[src/design/acl_consts.svh]
// Offsets, field positions, reset values and timing counts of the ACL action stage
`ifndef ACL_CONSTS_SVH
`define ACL_CONSTS_SVH

// Table geometry
`define ACL_NUM_ENTRIES 16
`define ACL_IDX_W 4
`define ACL_MAP_W 7
`define ACL_CNT_W 11

// Register byte offsets on the Avalon-MM slave
`define ACL_ADDR_W 6
`define ACL_OFF_CTRL 6'h00
`define ACL_OFF_INDEX 6'h04
`define ACL_OFF_MATCH 6'h08
`define ACL_OFF_ACTION 6'h0c
`define ACL_OFF_PROCESS 6'h10
`define ACL_OFF_PORT_STAT 6'h14
`define ACL_OFF_PORT_MASK 6'h18
`define ACL_OFF_GLB_STAT 6'h1c
`define ACL_OFF_GLB_MASK 6'h20

// Matching field layout
`define ACL_M_MODE_LO 0
`define ACL_M_SUB_LO 2
`define ACL_MODE_OFF 2'h0
`define ACL_MODE_L2_CNT 2'h1
`define ACL_SUB_COUNT 2'h0

// Action field layout; count value occupies bits 10:0 across the action fields
`define ACL_A_PM_LO 0
`define ACL_A_PRIO_LO 2
`define ACL_A_RPE 5
`define ACL_A_RP_LO 6
`define ACL_A_MM_LO 9
`define ACL_A_TBS 11
`define ACL_A_ALG 12
`define ACL_A_FWD_LO 16

// Reset values
`define ACL_RST_WORD 32'h0000_0000
`define ACL_RST_MASK 1'b0

// Time base
`define ACL_CLK_PERIOD_NS 20
`define ACL_US_NS 1000
`define ACL_US_CYCLES (`ACL_US_NS / `ACL_CLK_PERIOD_NS)
`define ACL_US_PER_MS 1000

`endif

[src/design/acl_pkg.sv]
// Types shared by the ACL action stage and its count engine
`include "acl_consts.svh"
package acl_pkg;

  typedef enum logic [1:0] {
    ACL_PM_QOS = 2'h0,
    ACL_PM_GT = 2'h1,
    ACL_PM_LT = 2'h2,
    ACL_PM_ALWAYS = 2'h3
  } acl_prio_mode_t;

  typedef enum logic [1:0] {
    ACL_MM_KEEP = 2'h0,
    ACL_MM_OR = 2'h1,
    ACL_MM_AND = 2'h2,
    ACL_MM_REPLACE = 2'h3
  } acl_map_mode_t;

  typedef enum logic [1:0] {
    ACL_ENG_IDLE = 2'b01,
    ACL_ENG_RUN = 2'b10
  } acl_eng_state_t;

  // Decoded action field
  typedef struct packed {
    acl_prio_mode_t priority_mode;
    logic [2:0] priority_value;
    logic remark_enable;
    logic [2:0] remark_priority;
    acl_map_mode_t map_mode;
    logic time_base_select;
    logic counter_algorithm;
    logic [`ACL_MAP_W-1:0] fwd_map;
  } acl_action_t;

  // Frame presented by the lookup and QoS pipeline
  typedef struct packed {
    logic valid;
    logic [`ACL_NUM_ENTRIES-1:0] rule_hit;
    logic [`ACL_NUM_ENTRIES-1:0] mac_hit;
    logic [`ACL_NUM_ENTRIES-1:0] type_hit;
    logic [2:0] qos_prio;
    logic [2:0] pcp;
    logic [`ACL_MAP_W-1:0] lut_map;
  } acl_frame_t;

  // Result handed back to the pipeline
  typedef struct packed {
    logic valid;
    logic [2:0] prio;
    logic [2:0] pcp;
    logic remarked;
    logic [`ACL_MAP_W-1:0] fwd_map;
  } acl_result_t;

endpackage

[src/design/acl_cnt_engine.sv]
// Count-mode engine for one table entry: interval timer or frame counter
`timescale 1ns/1ps
`include "acl_consts.svh"
module acl_cnt_engine (
  input wire logic i_clk,
  input wire logic i_arst_n,
  input wire logic i_enable,
  input wire logic i_alg,
  input wire logic i_tb_sel,
  input wire logic [`ACL_CNT_W-1:0] i_count,
  input wire logic i_us_tick,
  input wire logic i_ms_tick,
  input wire logic i_pkt,
  output logic o_expire
);

  acl_pkg::acl_eng_state_t state_r;
  logic [`ACL_CNT_W-1:0] cnt_r;
  logic tick;

  // Time unit select, unused by the frame counter
  assign tick = i_tb_sel ? i_ms_tick : i_us_tick;

  ////////////////////////////////////////////////////////////////////////////
  // Counter and state
  always_ff @(posedge i_clk or negedge i_arst_n) begin
    if (!i_arst_n) begin
      state_r <= acl_pkg::ACL_ENG_IDLE;
      cnt_r <= '0;
      o_expire <= 1'b0;
    end else begin
      o_expire <= 1'b0;
      if (!i_enable) begin
        state_r <= acl_pkg::ACL_ENG_IDLE;
        cnt_r <= '0;
      end else if (i_alg) begin
        // Frame counter; time base ignored
        state_r <= acl_pkg::ACL_ENG_RUN;
        if (i_pkt) begin
          if (cnt_r + 11'h001 >= i_count) begin
            o_expire <= 1'b1;
            cnt_r <= '0;
          end else begin
            cnt_r <= cnt_r + 11'h001;
          end
        end
      end else begin
        case (state_r)
          acl_pkg::ACL_ENG_IDLE: begin
            if (i_pkt) begin
              cnt_r <= i_count;
              state_r <= acl_pkg::ACL_ENG_RUN;
            end
          end
          acl_pkg::ACL_ENG_RUN: begin
            if (i_pkt) begin
              cnt_r <= i_count;
            end else if (tick) begin
              if (cnt_r <= 11'h001) begin
                o_expire <= 1'b1;
                cnt_r <= '0;
                state_r <= acl_pkg::ACL_ENG_IDLE;
              end else begin
                cnt_r <= cnt_r - 11'h001;
              end
            end
          end
          default: begin
            state_r <= acl_pkg::ACL_ENG_IDLE;
          end
        endcase
      end
    end
  end

endmodule // acl_cnt_engine

[src/design/acl_action_count_logic.sv]
// ACL action stage with count-mode interrupt engine and Avalon-MM registers
//
// Functional notes
// - Mode 00 keeps QoS priority; 11 always overrides
// - Mode 01 overrides if greater; 10 if smaller
// - Remark enable replaces tag PCP with remark value
// - Map 00 keeps lookup map; 01 ORs
// - Map 10 ANDs maps; 11 replaces with rule map
// - Rule map bit n means port n+1
// - Time base select: 0 microseconds, 1 milliseconds
// - Algorithm 0 loads count, decrements per unit
// - Algorithm 0 interrupts when timer expires unrefreshed
// - Algorithm 1 counts matched frames, ignores time base
// - Algorithm 1 interrupts at terminal count, restarts
// - Table holds 16 entries: match, action, process
// - Fields independent except in count mode
// - Only count-mode entries cause interrupts
// - Port interrupt has own status and mask
// - Global per-port status and mask gate it
// - Enable bit turns rule processing on/off
// - Count value is the concatenated action fields
// - Counting needs both MAC and EtherType match
//
// Local design decisions: the Avalon-MM interface to the registers and the placing of the registers.
`timescale 1ns/1ps
`include "acl_consts.svh"
module acl_action_count_logic #(
  parameter int US_CYCLES = `ACL_US_CYCLES,
  parameter int US_PER_MS = `ACL_US_PER_MS
) (
  input wire logic i_clk,
  input wire logic i_arst_n,
  input wire logic [`ACL_ADDR_W-1:0] i_avs_address,
  input wire logic i_avs_read,
  input wire logic i_avs_write,
  input wire logic [31:0] i_avs_writedata,
  input wire logic [3:0] i_avs_byteenable,
  output logic [31:0] o_avs_readdata,
  output logic o_avs_waitrequest,
  input wire acl_pkg::acl_frame_t i_frm,
  output acl_pkg::acl_result_t o_res,
  output logic o_irq
);

  ////////////////////////////////////////////////////////////////////////////
  // Helper functions

  // Byte-enable merge of a write into a stored word
  function automatic logic [31:0] be_merge(input logic [31:0] old_w,
                                           input logic [31:0] new_w,
                                           input logic [3:0] be);
    logic [31:0] res;
    res = old_w;
    for (int b = 0; b < 4; b++) begin
      if (be[b]) begin
        res[b*8 +: 8] = new_w[b*8 +: 8];
      end
    end
    return res;
  endfunction

  // Entry is in count mode when rule mode is 01 and submode 00
  function automatic logic is_count(input logic [3:0] m);
    return (m[`ACL_M_MODE_LO +: 2] == `ACL_MODE_L2_CNT) &&
           (m[`ACL_M_SUB_LO +: 2] == `ACL_SUB_COUNT);
  endfunction

  // Unpack a stored action word
  function automatic acl_pkg::acl_action_t decode_action(input logic [31:0] w);
    acl_pkg::acl_action_t a;
    a.priority_mode = acl_pkg::acl_prio_mode_t'(w[`ACL_A_PM_LO +: 2]);
    a.priority_value = w[`ACL_A_PRIO_LO +: 3];
    a.remark_enable = w[`ACL_A_RPE];
    a.remark_priority = w[`ACL_A_RP_LO +: 3];
    a.map_mode = acl_pkg::acl_map_mode_t'(w[`ACL_A_MM_LO +: 2]);
    a.time_base_select = w[`ACL_A_TBS];
    a.counter_algorithm = w[`ACL_A_ALG];
    a.fwd_map = w[`ACL_A_FWD_LO +: `ACL_MAP_W];
    return a;
  endfunction

  // Priority decision against the QoS result
  function automatic logic [2:0] apply_prio(input acl_pkg::acl_prio_mode_t pm,
                                            input logic [2:0] rule_p,
                                            input logic [2:0] qos_p);
    logic [2:0] res;
    res = qos_p;
    case (pm)
      acl_pkg::ACL_PM_QOS: res = qos_p;
      acl_pkg::ACL_PM_GT: res = (rule_p > qos_p) ? rule_p : qos_p;
      acl_pkg::ACL_PM_LT: res = (rule_p < qos_p) ? rule_p : qos_p;
      acl_pkg::ACL_PM_ALWAYS: res = rule_p;
      default: res = qos_p;
    endcase
    return res;
  endfunction

  // Forwarding map combination; bit n of either map is port n+1
  function automatic logic [`ACL_MAP_W-1:0] apply_map(input acl_pkg::acl_map_mode_t mm,
                                                      input logic [`ACL_MAP_W-1:0] rule_m,
                                                      input logic [`ACL_MAP_W-1:0] lut_m);
    logic [`ACL_MAP_W-1:0] res;
    res = lut_m;
    case (mm)
      acl_pkg::ACL_MM_KEEP: res = lut_m;
      acl_pkg::ACL_MM_OR: res = rule_m | lut_m;
      acl_pkg::ACL_MM_AND: res = rule_m & lut_m;
      acl_pkg::ACL_MM_REPLACE: res = rule_m;
      default: res = lut_m;
    endcase
    return res;
  endfunction

  ////////////////////////////////////////////////////////////////////////////
  // Storage

  logic acl_en_r;
  logic [`ACL_IDX_W-1:0] idx_r;
  logic [3:0] match_mem [`ACL_NUM_ENTRIES];
  logic [31:0] act_mem [`ACL_NUM_ENTRIES];
  logic [`ACL_IDX_W-1:0] proc_mem [`ACL_NUM_ENTRIES];
  logic port_stat_r;
  logic port_mask_r;
  logic glb_mask_r;
  logic wait_r;
  logic [`ACL_NUM_ENTRIES-1:0] expire;
  logic us_tick_r;
  logic ms_tick_r;
  logic [15:0] us_cnt_r;
  logic [15:0] ms_cnt_r;
  logic wr_go;
  logic rd_go;
  logic any_expire;

  assign wr_go = i_avs_write & ~wait_r;
  // Read data is loaded when the read is first seen, so it stands in the answer cycle
  assign rd_go = i_avs_read & wait_r;
  assign any_expire = |expire;

  ////////////////////////////////////////////////////////////////////////////
  // Bus handshake: one wait cycle, then the request is taken
  always_ff @(posedge i_clk or negedge i_arst_n) begin
    if (!i_arst_n) begin
      wait_r <= 1'b1;
    end else if ((i_avs_read | i_avs_write) & wait_r) begin
      wait_r <= 1'b0;
    end else begin
      wait_r <= 1'b1;
    end
  end

  assign o_avs_waitrequest = wait_r;

  // Control, index and mask registers
  always_ff @(posedge i_clk or negedge i_arst_n) begin
    if (!i_arst_n) begin
      acl_en_r <= 1'b0;
      idx_r <= '0;
      port_mask_r <= `ACL_RST_MASK;
      glb_mask_r <= `ACL_RST_MASK;
    end else if (wr_go && i_avs_byteenable[0]) begin
      case (i_avs_address)
        `ACL_OFF_CTRL: acl_en_r <= i_avs_writedata[0];
        `ACL_OFF_INDEX: idx_r <= i_avs_writedata[`ACL_IDX_W-1:0];
        `ACL_OFF_PORT_MASK: port_mask_r <= i_avs_writedata[0];
        `ACL_OFF_GLB_MASK: glb_mask_r <= i_avs_writedata[0];
        default: ;
      endcase
    end
  end

  // Rule table: 16 entries of match, action and process fields
  always_ff @(posedge i_clk or negedge i_arst_n) begin
    if (!i_arst_n) begin
      for (int e = 0; e < `ACL_NUM_ENTRIES; e++) begin
        match_mem[e] <= '0;
        act_mem[e] <= `ACL_RST_WORD;
        proc_mem[e] <= '0;
      end
    end else if (wr_go) begin
      case (i_avs_address)
        `ACL_OFF_MATCH: begin
          match_mem[idx_r] <= 4'(be_merge({28'h0, match_mem[idx_r]}, i_avs_writedata,
                                          i_avs_byteenable));
        end
        `ACL_OFF_ACTION: begin
          act_mem[idx_r] <= be_merge(act_mem[idx_r], i_avs_writedata, i_avs_byteenable);
        end
        `ACL_OFF_PROCESS: begin
          proc_mem[idx_r] <= 4'(be_merge({28'h0, proc_mem[idx_r]}, i_avs_writedata,
                                         i_avs_byteenable));
        end
        default: ;
      endcase
    end
  end

  // Read data, registered on the same edge at which waitrequest drops
  always_ff @(posedge i_clk or negedge i_arst_n) begin
    if (!i_arst_n) begin
      o_avs_readdata <= '0;
    end else if (rd_go) begin
      case (i_avs_address)
        `ACL_OFF_CTRL: o_avs_readdata <= {31'h0, acl_en_r};
        `ACL_OFF_INDEX: o_avs_readdata <= {28'h0, idx_r};
        `ACL_OFF_MATCH: o_avs_readdata <= {28'h0, match_mem[idx_r]};
        `ACL_OFF_ACTION: o_avs_readdata <= act_mem[idx_r];
        `ACL_OFF_PROCESS: o_avs_readdata <= {28'h0, proc_mem[idx_r]};
        `ACL_OFF_PORT_STAT: o_avs_readdata <= {31'h0, port_stat_r};
        `ACL_OFF_PORT_MASK: o_avs_readdata <= {31'h0, port_mask_r};
        `ACL_OFF_GLB_STAT: o_avs_readdata <= {31'h0, port_stat_r & port_mask_r};
        `ACL_OFF_GLB_MASK: o_avs_readdata <= {31'h0, glb_mask_r};
        default: o_avs_readdata <= '0;
      endcase
    end
  end

  ////////////////////////////////////////////////////////////////////////////
  // Time bases: microsecond tick from the core clock, millisecond from that
  always_ff @(posedge i_clk or negedge i_arst_n) begin
    if (!i_arst_n) begin
      us_cnt_r <= '0;
      us_tick_r <= 1'b0;
    end else if (us_cnt_r == 16'(US_CYCLES - 1)) begin
      us_cnt_r <= '0;
      us_tick_r <= 1'b1;
    end else begin
      us_cnt_r <= us_cnt_r + 16'h0001;
      us_tick_r <= 1'b0;
    end
  end

  always_ff @(posedge i_clk or negedge i_arst_n) begin
    if (!i_arst_n) begin
      ms_cnt_r <= '0;
      ms_tick_r <= 1'b0;
    end else begin
      ms_tick_r <= 1'b0;
      if (us_tick_r) begin
        if (ms_cnt_r == 16'(US_PER_MS - 1)) begin
          ms_cnt_r <= '0;
          ms_tick_r <= 1'b1;
        end else begin
          ms_cnt_r <= ms_cnt_r + 16'h0001;
        end
      end
    end
  end

  ////////////////////////////////////////////////////////////////////////////
  // Count engines, one per entry; match and action fields work together here
  for (genvar g = 0; g < `ACL_NUM_ENTRIES; g++) begin : g_eng
    acl_cnt_engine u_eng (
      .i_clk(i_clk),
      .i_arst_n(i_arst_n),
      .i_enable(acl_en_r & is_count(match_mem[g])),
      .i_alg(act_mem[g][`ACL_A_ALG]),
      .i_tb_sel(act_mem[g][`ACL_A_TBS]),
      .i_count(act_mem[g][`ACL_CNT_W-1:0]),
      .i_us_tick(us_tick_r),
      .i_ms_tick(ms_tick_r),
      .i_pkt(i_frm.valid & i_frm.mac_hit[g] & i_frm.type_hit[g]),
      .o_expire(expire[g])
    );
  end

  // Port status: sticky, write one to clear, a new event wins over the clear
  always_ff @(posedge i_clk or negedge i_arst_n) begin
    if (!i_arst_n) begin
      port_stat_r <= 1'b0;
    end else if (any_expire) begin
      port_stat_r <= 1'b1;
    end else if (wr_go && i_avs_address == `ACL_OFF_PORT_STAT &&
                 i_avs_byteenable[0] && i_avs_writedata[0]) begin
      port_stat_r <= 1'b0;
    end
  end

  // Interrupt request through port and global masks
  always_ff @(posedge i_clk or negedge i_arst_n) begin
    if (!i_arst_n) begin
      o_irq <= 1'b0;
    end else begin
      o_irq <= port_stat_r & port_mask_r & glb_mask_r;
    end
  end

  ////////////////////////////////////////////////////////////////////////////
  // Action selection: lowest-index filtering hit, count entries excluded
  logic sel_found;
  logic [`ACL_IDX_W-1:0] sel_idx;
  acl_pkg::acl_action_t sel_act;

  always_comb begin
    sel_found = 1'b0;
    sel_idx = '0;
    for (int e = 0; e < `ACL_NUM_ENTRIES; e++) begin
      if (!sel_found && i_frm.rule_hit[e] &&
          match_mem[e][`ACL_M_MODE_LO +: 2] != `ACL_MODE_OFF &&
          !is_count(match_mem[e])) begin
        sel_found = 1'b1;
        sel_idx = `ACL_IDX_W'(e);
      end
    end
    sel_act = decode_action(act_mem[proc_mem[sel_idx]]);
  end

  // Result stage, one cycle after the frame
  always_ff @(posedge i_clk or negedge i_arst_n) begin
    if (!i_arst_n) begin
      o_res <= '0;
    end else begin
      o_res.valid <= i_frm.valid;
      if (i_frm.valid && acl_en_r && sel_found) begin
        o_res.prio <= apply_prio(sel_act.priority_mode, sel_act.priority_value,
                                 i_frm.qos_prio);
        o_res.pcp <= sel_act.remark_enable ? sel_act.remark_priority : i_frm.pcp;
        o_res.remarked <= sel_act.remark_enable;
        o_res.fwd_map <= apply_map(sel_act.map_mode, sel_act.fwd_map, i_frm.lut_map);
      end else begin
        o_res.prio <= i_frm.qos_prio;
        o_res.pcp <= i_frm.pcp;
        o_res.remarked <= 1'b0;
        o_res.fwd_map <= i_frm.lut_map;
      end
    end
  end

endmodule // acl_action_count_logic

[config.mk]
export PLATFORM = sky130hd
export DESIGN_NAME = acl_action_count_logic
export DESIGN_NICKNAME = d
export VERILOG_FILES = /design/src/design/acl_pkg.sv /design/src/design/acl_cnt_engine.sv /design/src/design/acl_action_count_logic.sv
export VERILOG_INCLUDE_DIRS = /design/src /design/src/design
export SDC_FILE = /design/constraint.sdc
export NUM_CORES = 2
export LEC_CHECK = 0
export ABC_AREA = 0
export BUFFER_PORTS_ARGS = -buffer_cell sky130_fd_sc_hd__buf_2
export CORE_MARGIN = 2
export CORE_UTILIZATION = 65
export CTS_CLUSTER_DIAMETER = 50
export DETAILED_ROUTE_END_ITERATION = 10
export GPL_TIMING_DRIVEN = 1
export PLACE_DENSITY = 0.83
export SYNTH_ARGS = -nofsm -noshare
export SYNTH_HDL_FRONTEND = slang
export SYNTH_SLANG_ARGS = --single-unit
[constraint.sdc]
create_clock -name i_clk -period 8.65 [get_ports i_clk]
set_input_delay 1.2975 -clock i_clk [delete_from_list [all_inputs] [get_ports i_clk]]
set_output_delay 1.2975 -clock i_clk [all_outputs]
set_load 0.03 [all_outputs]
* After elaboration in Yosys (flattened, before gate mapping)
Index checks and enable logic that the tools add are counted.
** Cells by class
- Add/subtract/negate cells :: 34
- $mul :: 0
- Divide/modulo/power cells :: 0
- Order comparisons :: 38
- Equality and inequality tests :: 192
- Shift-type cells :: 0
- Mux-type cells :: 486
- Bitwise operators :: 60
- Reduce and logical (&&, ||, !) cells :: 177
** Operator list (number)
- 2-to-1 mux 11 bit :: 128
- bitwise mux 512 bit :: 1
- inequality test 4 bit (second input constant) :: 96
- one-hot mux 11 bit (2 select lines) :: 16
- one-hot mux 32 bit (9 select lines) :: 1
- binary-select mux 32 bit (select 4 bit) :: 2
- 2-to-1 mux 2 bit :: 96
- adder 11 x 1 -> 11 bit (second input constant) :: 16
- >= comparator 11 bit :: 16
- <= comparator 11 x 1 -> 1 bit (second input constant) :: 16
- subtractor 11 x 1 -> 11 bit (second input constant) :: 16
- 2-to-1 mux 1 bit :: 167
- bitwise mux 64 bit :: 2
- demux 32 bit (select 4 bit) :: 1
- AND reduction 4 bit :: 32
- 2-to-1 mux 4 bit :: 27
- 2-to-1 mux 32 bit :: 3
- 2-to-1 mux 8 bit :: 12
- inequality test 3 bit (second input constant) :: 32
- logical AND 1 bit :: 70
- == test 2 x 1 -> 1 bit (second input constant) :: 34
- one-hot mux 2 bit (2 select lines) :: 16
- bitwise AND 1 bit :: 53
- binary-select mux 4 bit (select 4 bit) :: 3
- other kinds (30) :: 131
** Storage, ports and cells
- Flip-flop bits (word level) :: 955
- Latch bits :: 0
- RAM bits :: 0
- Memory bits (read-only) :: 0
- Input port bits :: 108
- Output and inout bits :: 49
- Logic and storage cells :: 1100
- Memories :: 0

* Depth between registers and ports, before layout
- Word-level depth :: 92
- Depth in mapped cells :: 25
- Depth with buffers taken out :: 21

* Cells and area by module
A second synthesis with hierarchy kept.
** Unflattened totals
- Cells, all modules :: 6707
- Area, all modules :: 63163.1 µm²
** Modules (own cells, without submodules)
- acl_action_count_logic :: times used 1, cells an instance 3352, area an instance 35984.5 µm², seq. area each 18293.8 µm²
- acl_cnt_engine at g_eng[13].u_eng ... :: times used 7, cells an instance 213, area an instance 1681.6 µm², seq. area each 351.6 µm²
- acl_cnt_engine at g_eng[6].u_eng ... :: times used 4, cells an instance 217, area an instance 1764.2 µm², seq. area each 351.6 µm²
- acl_cnt_engine at g_eng[0].u_eng ... :: times used 4, cells an instance 195, area an instance 1677.9 µm², seq. area each 351.6 µm²
- acl_cnt_engine at g_eng[5].u_eng :: times used 1, cells an instance 216, area an instance 1639.1 µm², seq. area each 351.6 µm²

* Worst setup path after synthesis
OpenSTA, ideal clock, no wires.
- Kind :: input port to flip-flop
- Start :: input port i_frm[49] in the netlist's numbering
- End :: register o_res[12] in the netlist's numbering
- Library setup time :: 0.121 ns
- Arrival time :: 5.675 ns
- Required time :: 8.529 ns
- Setup slack :: 2.854 ns
- Cell stages on the path :: 23
- Buffers on the path :: 3
- Cell sequence :: o21ai_1 -> nand2_1 -> nor4_4 -> nand4bb_1 -> and2_1 -> buf_6 -> buf_6 -> mux2_1 -> o21ai_0 -> a21oi_1 -> nor4_4 -> clkbuf_1 -> o211ai_1 -> o21ai_0 -> o21ai_0 -> mux2_2 -> ha_1 -> o21ai_0 -> nor2b_1 -> a31oi_1 -> nor2_1 -> a2111o_1 -> a32o_1
** Between the ends
- Longest elaborated chain between the ends :: 71
- Elaborated cells between the ends (all ways) :: 90
- Classes of those cells :: 2 x order compare; 3 x eq/ne; 34 x mux; 2 x bitwise; 49 x reduce/logical
** Ends and longest elaborated chain
- from (decl) :: RTL line acl_action_count_logic.sv:40 : input wire acl_pkg::acl_frame_t i_frm,
- logical AND 1 bit * :: RTL line acl_action_count_logic.sv:298 : if (!sel_found && i_frm.rule_hit[e] &&
- logical AND 1 bit (no line) *
- logical AND 1 bit * :: RTL line acl_action_count_logic.sv:298
- 2-to-1 mux 1 bit :: RTL line acl_action_count_logic.sv:298
- zero test 1 bit :: RTL line acl_action_count_logic.sv:298
- logical AND 1 bit :: RTL line acl_action_count_logic.sv:298
- logical AND 1 bit (no line)
- logical AND 1 bit :: RTL line acl_action_count_logic.sv:298
- [53 not listed]
- 2-to-1 mux 4 bit (not written as such) (2 in series) :: RTL line acl_action_count_logic.sv:305 : sel_act = decode_action(act_mem[proc_mem[sel_idx]]);
- inverter 4 -> 5 bit (not written as such) :: RTL line acl_action_count_logic.sv:305
- binary-select mux 32 bit (select 4 bit) :: RTL line acl_action_count_logic.sv:305
- 2-to-1 mux 23 bit (not written as such) (2 in series) :: RTL line acl_action_count_logic.sv:305
- < comparator 3 bit / > comparator 3 bit (equally long branches) :: RTL line acl_action_count_logic.sv:91, acl_action_count_logic.sv:90
- 2-to-1 mux 3 bit (on tied branches) :: RTL line acl_action_count_logic.sv:91, acl_action_count_logic.sv:90
- one-hot mux 3 bit (4 select lines) :: RTL line acl_action_count_logic.sv:88 : case (pm)
- 2-to-1 mux 14 bit * :: RTL line acl_action_count_logic.sv:314 : if (i_frm.valid && acl_en_r && sel_found) begin
- to (decl) :: RTL line acl_action_count_logic.sv:41 : output acl_pkg::acl_result_t o_res,
Every way passes the cells marked *; elsewhere a longest branch is shown, timed or not. The select of a mux whose other input is x is not followed.
A chain may end at the register's enable or synchronous reset.

* Final worst setup path
- Start :: register match_mem[18] in the netlist's numbering
- End :: register o_res[13] in the netlist's numbering
** Between the ends
- Longest elaborated chain between the ends :: 37
- Elaborated cells between the ends (all ways) :: 49
- Classes of those cells :: 2 x order compare; 3 x eq/ne; 20 x mux; 2 x bitwise; 22 x reduce/logical
** Ends and longest elaborated chain
- from (decl) :: RTL line acl_action_count_logic.sv:119 : logic [3:0] match_mem [`ACL_NUM_ENTRIES];
- from (signal, indexed assignment) :: RTL line acl_action_count_logic.sv:183 : match_mem[idx_r] <= 4'(be_merge({28'h0, match_mem[idx_r]}, i_avs_writedata,
- zero test 2 bit (no line) *
- logical AND 1 bit * :: RTL line acl_action_count_logic.sv:64 : return (m[`ACL_M_MODE_LO +: 2] == `ACL_MODE_L2_CNT) &&
- zero test 1 bit * :: RTL line acl_action_count_logic.sv:300 : !is_count(match_mem[e])) begin
- logical AND 1 bit * :: RTL line acl_action_count_logic.sv:298
- 2-to-1 mux 1 bit :: RTL line acl_action_count_logic.sv:298
- zero test 1 bit :: RTL line acl_action_count_logic.sv:298
- logical AND 1 bit :: RTL line acl_action_count_logic.sv:298
- logical AND 1 bit (no line)
- [19 not listed]
- 2-to-1 mux 4 bit (not written as such) (2 in series) :: RTL line acl_action_count_logic.sv:305
- inverter 4 -> 5 bit (not written as such) :: RTL line acl_action_count_logic.sv:305
- binary-select mux 32 bit (select 4 bit) :: RTL line acl_action_count_logic.sv:305
- 2-to-1 mux 23 bit (not written as such) (2 in series) :: RTL line acl_action_count_logic.sv:305
- < comparator 3 bit / > comparator 3 bit (equally long branches) :: RTL line acl_action_count_logic.sv:91, acl_action_count_logic.sv:90
- 2-to-1 mux 3 bit (on tied branches) :: RTL line acl_action_count_logic.sv:91, acl_action_count_logic.sv:90
- one-hot mux 3 bit (4 select lines) :: RTL line acl_action_count_logic.sv:88
- 2-to-1 mux 14 bit * :: RTL line acl_action_count_logic.sv:314
Marks and branches as above.

==> summary.md <==
| Metric | Value |
|---|---|
| Status | `finished, violations left` |
| Failing checks | `max-capacitance violations, max-slew violations` |
| Vias in the first global route | `49.8k` |
| HP Class | `flip-flop to flip-flop` |
| Hold-fix buffers, CTS | `0` |
| Peak Freq | `151 MHz` |
| Worst path arrival time | `7.23 ns` |
| Yosys warnings | `0` |
| TNS Setup | `0 ns` |
| Tcrit/Tclk final | `76.4%` |
| Worst Hold End | `ms_cnt_r[15]` |
| Worst R2R End | `o_res[13]` |
| Post-synthesis cell count | `6,532` |
| Mapped Area | `59,200 µm²` |
| Synth area leader | `dfrtp_1` |
| RR Startpoint | `match_mem[18]` |
| P per Cell Area | `165 nW/µm²` |
| Post-CTS setup buffers | `0` |
| Layout area overhead | `9.44%` |
| Crit path largest cell delay | `0.67 ns` |
| Clock Latency Late Sink | `0.76 ns` |
| Post-route DRC | `0` |
| Post-cts gate resize count | `0` |
| R2r worst-path depth | `22` |
| Initial detailed-routing violation count | `6,509` |
| CP Class | `flip-flop to flip-flop` |
| Layout Skew | `0.0399 ns` |
| Worst R2R Setup Slack | `2.04 ns` |
| Largest net degree at the start of global routing | `205` |
| GRT overflow | `0` |
| Finish-stage setup viols | `0` |
| Longest Clk Path Bufs | `3` |
| CTS root buf | `clkbuf_16` |
| DIE HEIGHT | `306 µm` |
| Drt total wl | `191 mm` |
| H-tree depth | `3` |
| Worst slew margin | `-2.13%` |
| Wirelength per Cell | `24.8 µm` |
| Distinct cells, synth | `84` |
| Critical Path RT | `9.28 ns` |
| Hold_sp | `ms_cnt_r[15]` |
| Sequential area share after synthesis | `40.4%` |
| Reg clk slew, reported paths | `0.06 ns` |
| Setup slack after layout | `2.04 ns` |
| GPL Wtd Cong | `1.01` |
| Slowest cell on crit path | `and2_1` |
| Max cap viols | `1` |
| Die Wd | `306 µm` |
| CP bufs+invs | `1` |
| Antenna violations before repair | `9` |
| PortBufs | `156` |
| TritonRoute pass-1 iters | `6` |
| Ys async rst share | `100%` |
| Leakage power | `28.1 nW` |
| Syn_nets | `6,870` |
| DIE AREA | `93,500 µm²` |
| Top delay family on crit path | `compound AO/OA/AOI/OAI gates` |
| CP max FO | `33` |
| Final Hold Vio Count | `0` |
| Antenna viol nets, final | `0` |
| Core area | `90,100 µm²` |
| CTS sink cnt | `955` |
| Setup crit start kind | `flip-flop` |
| TritonCTS Buffers | `117` |
| DP HPWL | `131 mm` |
| Post-place setup slack | `1.59 ns` |
| Layout cells sized above 1 | `12.2%` |
| Endpoint type of the worst setup path | `flip-flop` |
| All-Layer GR Usage | `41.0%` |
| Worst path cell trace | `o21a_1 -> o21ai_0 -> o21a_1 -> o211ai_1 -> a21oi_1 -> and2_1 -> mux4_2 -> a32oi_2 -> and2_2 -> buf_4 -> nand2_1 -> o211ai_1 -> o211ai_1 -> o21ai_0 -> mux2_2 -> ha_1 -> o21ai_0 -> nor2b_1 -> a31oi_1 -> a31oi_1 -> nor2_1 -> a32o_1` |
| Fin. max-slew vios | `5` |
| Starting Density | `65.7%` |
| Vias per cell | `6.73` |
| Max IR drop VDD | `0.000191 V` |
| Hold WS | `0.483 ns` |
| Post-synth EDFFs | `0` |
| Synth top area share | `39.7%` |
| Top FF cell, synth | `dfrtp_1` |
| # rows | `110` |
| #FFs+latches synth | `955` |
| Ports | `157` |
| CTS tree | `built` |
| Syn Area/Cell | `9.06 µm²` |
| Final nets | `6,761` |
| Worst-Margin Slew | `1.53 ns` |
| Synth top area cells | `dfrtp_1, mux4_2, a21oi_1` |
| DR vias | `51.9k` |
| Post-route minimum period | `6.61 ns` |
| RSZ-0062 raised after global routing | `false` |
| Hold Path Stages | `1` |
| Wire length of the first global-routing pass | `294 mm` |
[registers in the layout (all words and copies together), names as in the netlist, 4 cells and up]
name,cells
act_mem,512
o_avs_readdata,32
ms_cnt_r,16
g_eng.u_eng.state_r,32
proc_mem,64
g_eng.u_eng.cnt_r,176
g_eng.u_eng.o_expire,16
match_mem,64
o_res,15
idx_r,4
us_cnt_r,16
[layout by cell type, fill, tap and decap left out, types with 19 or more instances in the layout]
cell       count
nand2_1      402
nor2_1       893
o21ai_0      381
or2_2         21
nand4_1       30
o211ai_1      36
a22oi_1       71
nand2b_1      53
nor3_1       199
o32ai_1       22
mux2_2        21
a22o_1        61
nor2b_1       75
a21oi_1      801
mux4_2       208
dfrtp_1      934
or3_1         31
and3_1        74
buf_2        155
nor4_1        42
nor3b_1       19
o31ai_1       20
nand3_1      164
o21a_1        48
ha_1         230
o221ai_1      25
o22ai_1       28
xnor2_1      185
buf_4         86
mux2i_1      123
a21o_1        94
a211oi_1      95
a31oi_1       28
clkbuf_16    117
xor2_1       111
inv_1        299
[synth_stat cells (all sizes together) (53+ instances only)]
cell	count
a22o	61
nor2	894
xor2	111
nor3	208
and3	74
buf	71
a211oi	96
nand3	164
a22oi	72
nand2	404
a21oi	802
mux4	208
o21ai	392
inv	299
dfrtp	938
xnor2	185
clkbuf	406
nor2b	75
a21o	94
mux2i	140
ha	230
nand2b	53
[worst max-delay path by stage]
stage | to | slack [ns] | cells past startpoint | start
after floorplan | o_res[12] | 2.85 | 23 | i_frm[49]
after global placement | o_res[13] | 1.61 | 22 | i_frm[56]
after detailed placement | o_res[13] | 1.59 | 22 | i_frm[56]
after CTS | o_res[13] | 2.18 | 22 | match_mem[18]
after global routing | o_res[12] | 1.65 | 23 | match_mem[19]
final | o_res[13] | 2.04 | 22 | match_mem[18]
[area by class of cell]
cell class                      instances  area [µm²]
Inverter                              299        1120
Antenna cell                            6        15.0
Fill cell                            6639       25400
Sequential cell                       955       23900
Tap cell                             1176        1470
Clock buffer                          141        3180
Timing Repair Buffer                  249        1580
Multi-Input combinational cell       4801       32500
Clock inverter                         80         993
[cell families after synthesis]
group,Yosys count,share of synthesized area [%]
flops,955,40.4
mux,375,10.8
xor+xnor,296,4.38
simple gates,2075,15.9
buf+inv,776,5.04
compound gates,1825,18.6
fa+ha+maj,230,4.86
[report_power, final]
group          internal [mW]  switching, mW  total, mW
combinational          0.275          0.570      0.846
clock                   3.07           2.17       5.24
sequential              4.51         0.0742       4.59
total                   7.85           2.81       10.7
[worst reg2reg max path, stage by stage (launching register included)]
cell and delay [ns]:
dfrtp_1 0.43, o21a_1 0.18, o21ai_0 0.38, o21a_1 0.20, o211ai_1 0.08, a21oi_1 0.22
and2_1 0.67, mux4_2 0.61, a32oi_2 0.62, and2_2 0.67, buf_4 0.34, nand2_1 0.08
o211ai_1 0.10, o211ai_1 0.15, o21ai_0 0.19, mux2_2 0.24, ha_1 0.25, o21ai_0 0.11
nor2b_1 0.21, a31oi_1 0.08, a31oi_1 0.28, nor2_1 0.11, a32o_1 0.30
[routing by layer]
metal	track usage (%)	part of all wire, %	wire length (µm)
met4	26.8	7.8	14900
met3	10.4	11	21100
met2	61.7	44	84400
met1	52.8	37	71000
met5	0	0.019	37
[through the flow]
stage	util [%]	instances	cell area, µm²	power (mW)
2_1_floorplan	-	6532	59200	5.12
3_3_place_gp	67.2	7479	60600	5.47
3_5_place_dp	67.2	7479	60600	5.48
4_1_cts	71.8	7700	64700	10.7
5_1_grt	71.8	7704	64800	10.9
6_report	71.9	7707	64800	10.7
Power figures use the tool's default switching activity.
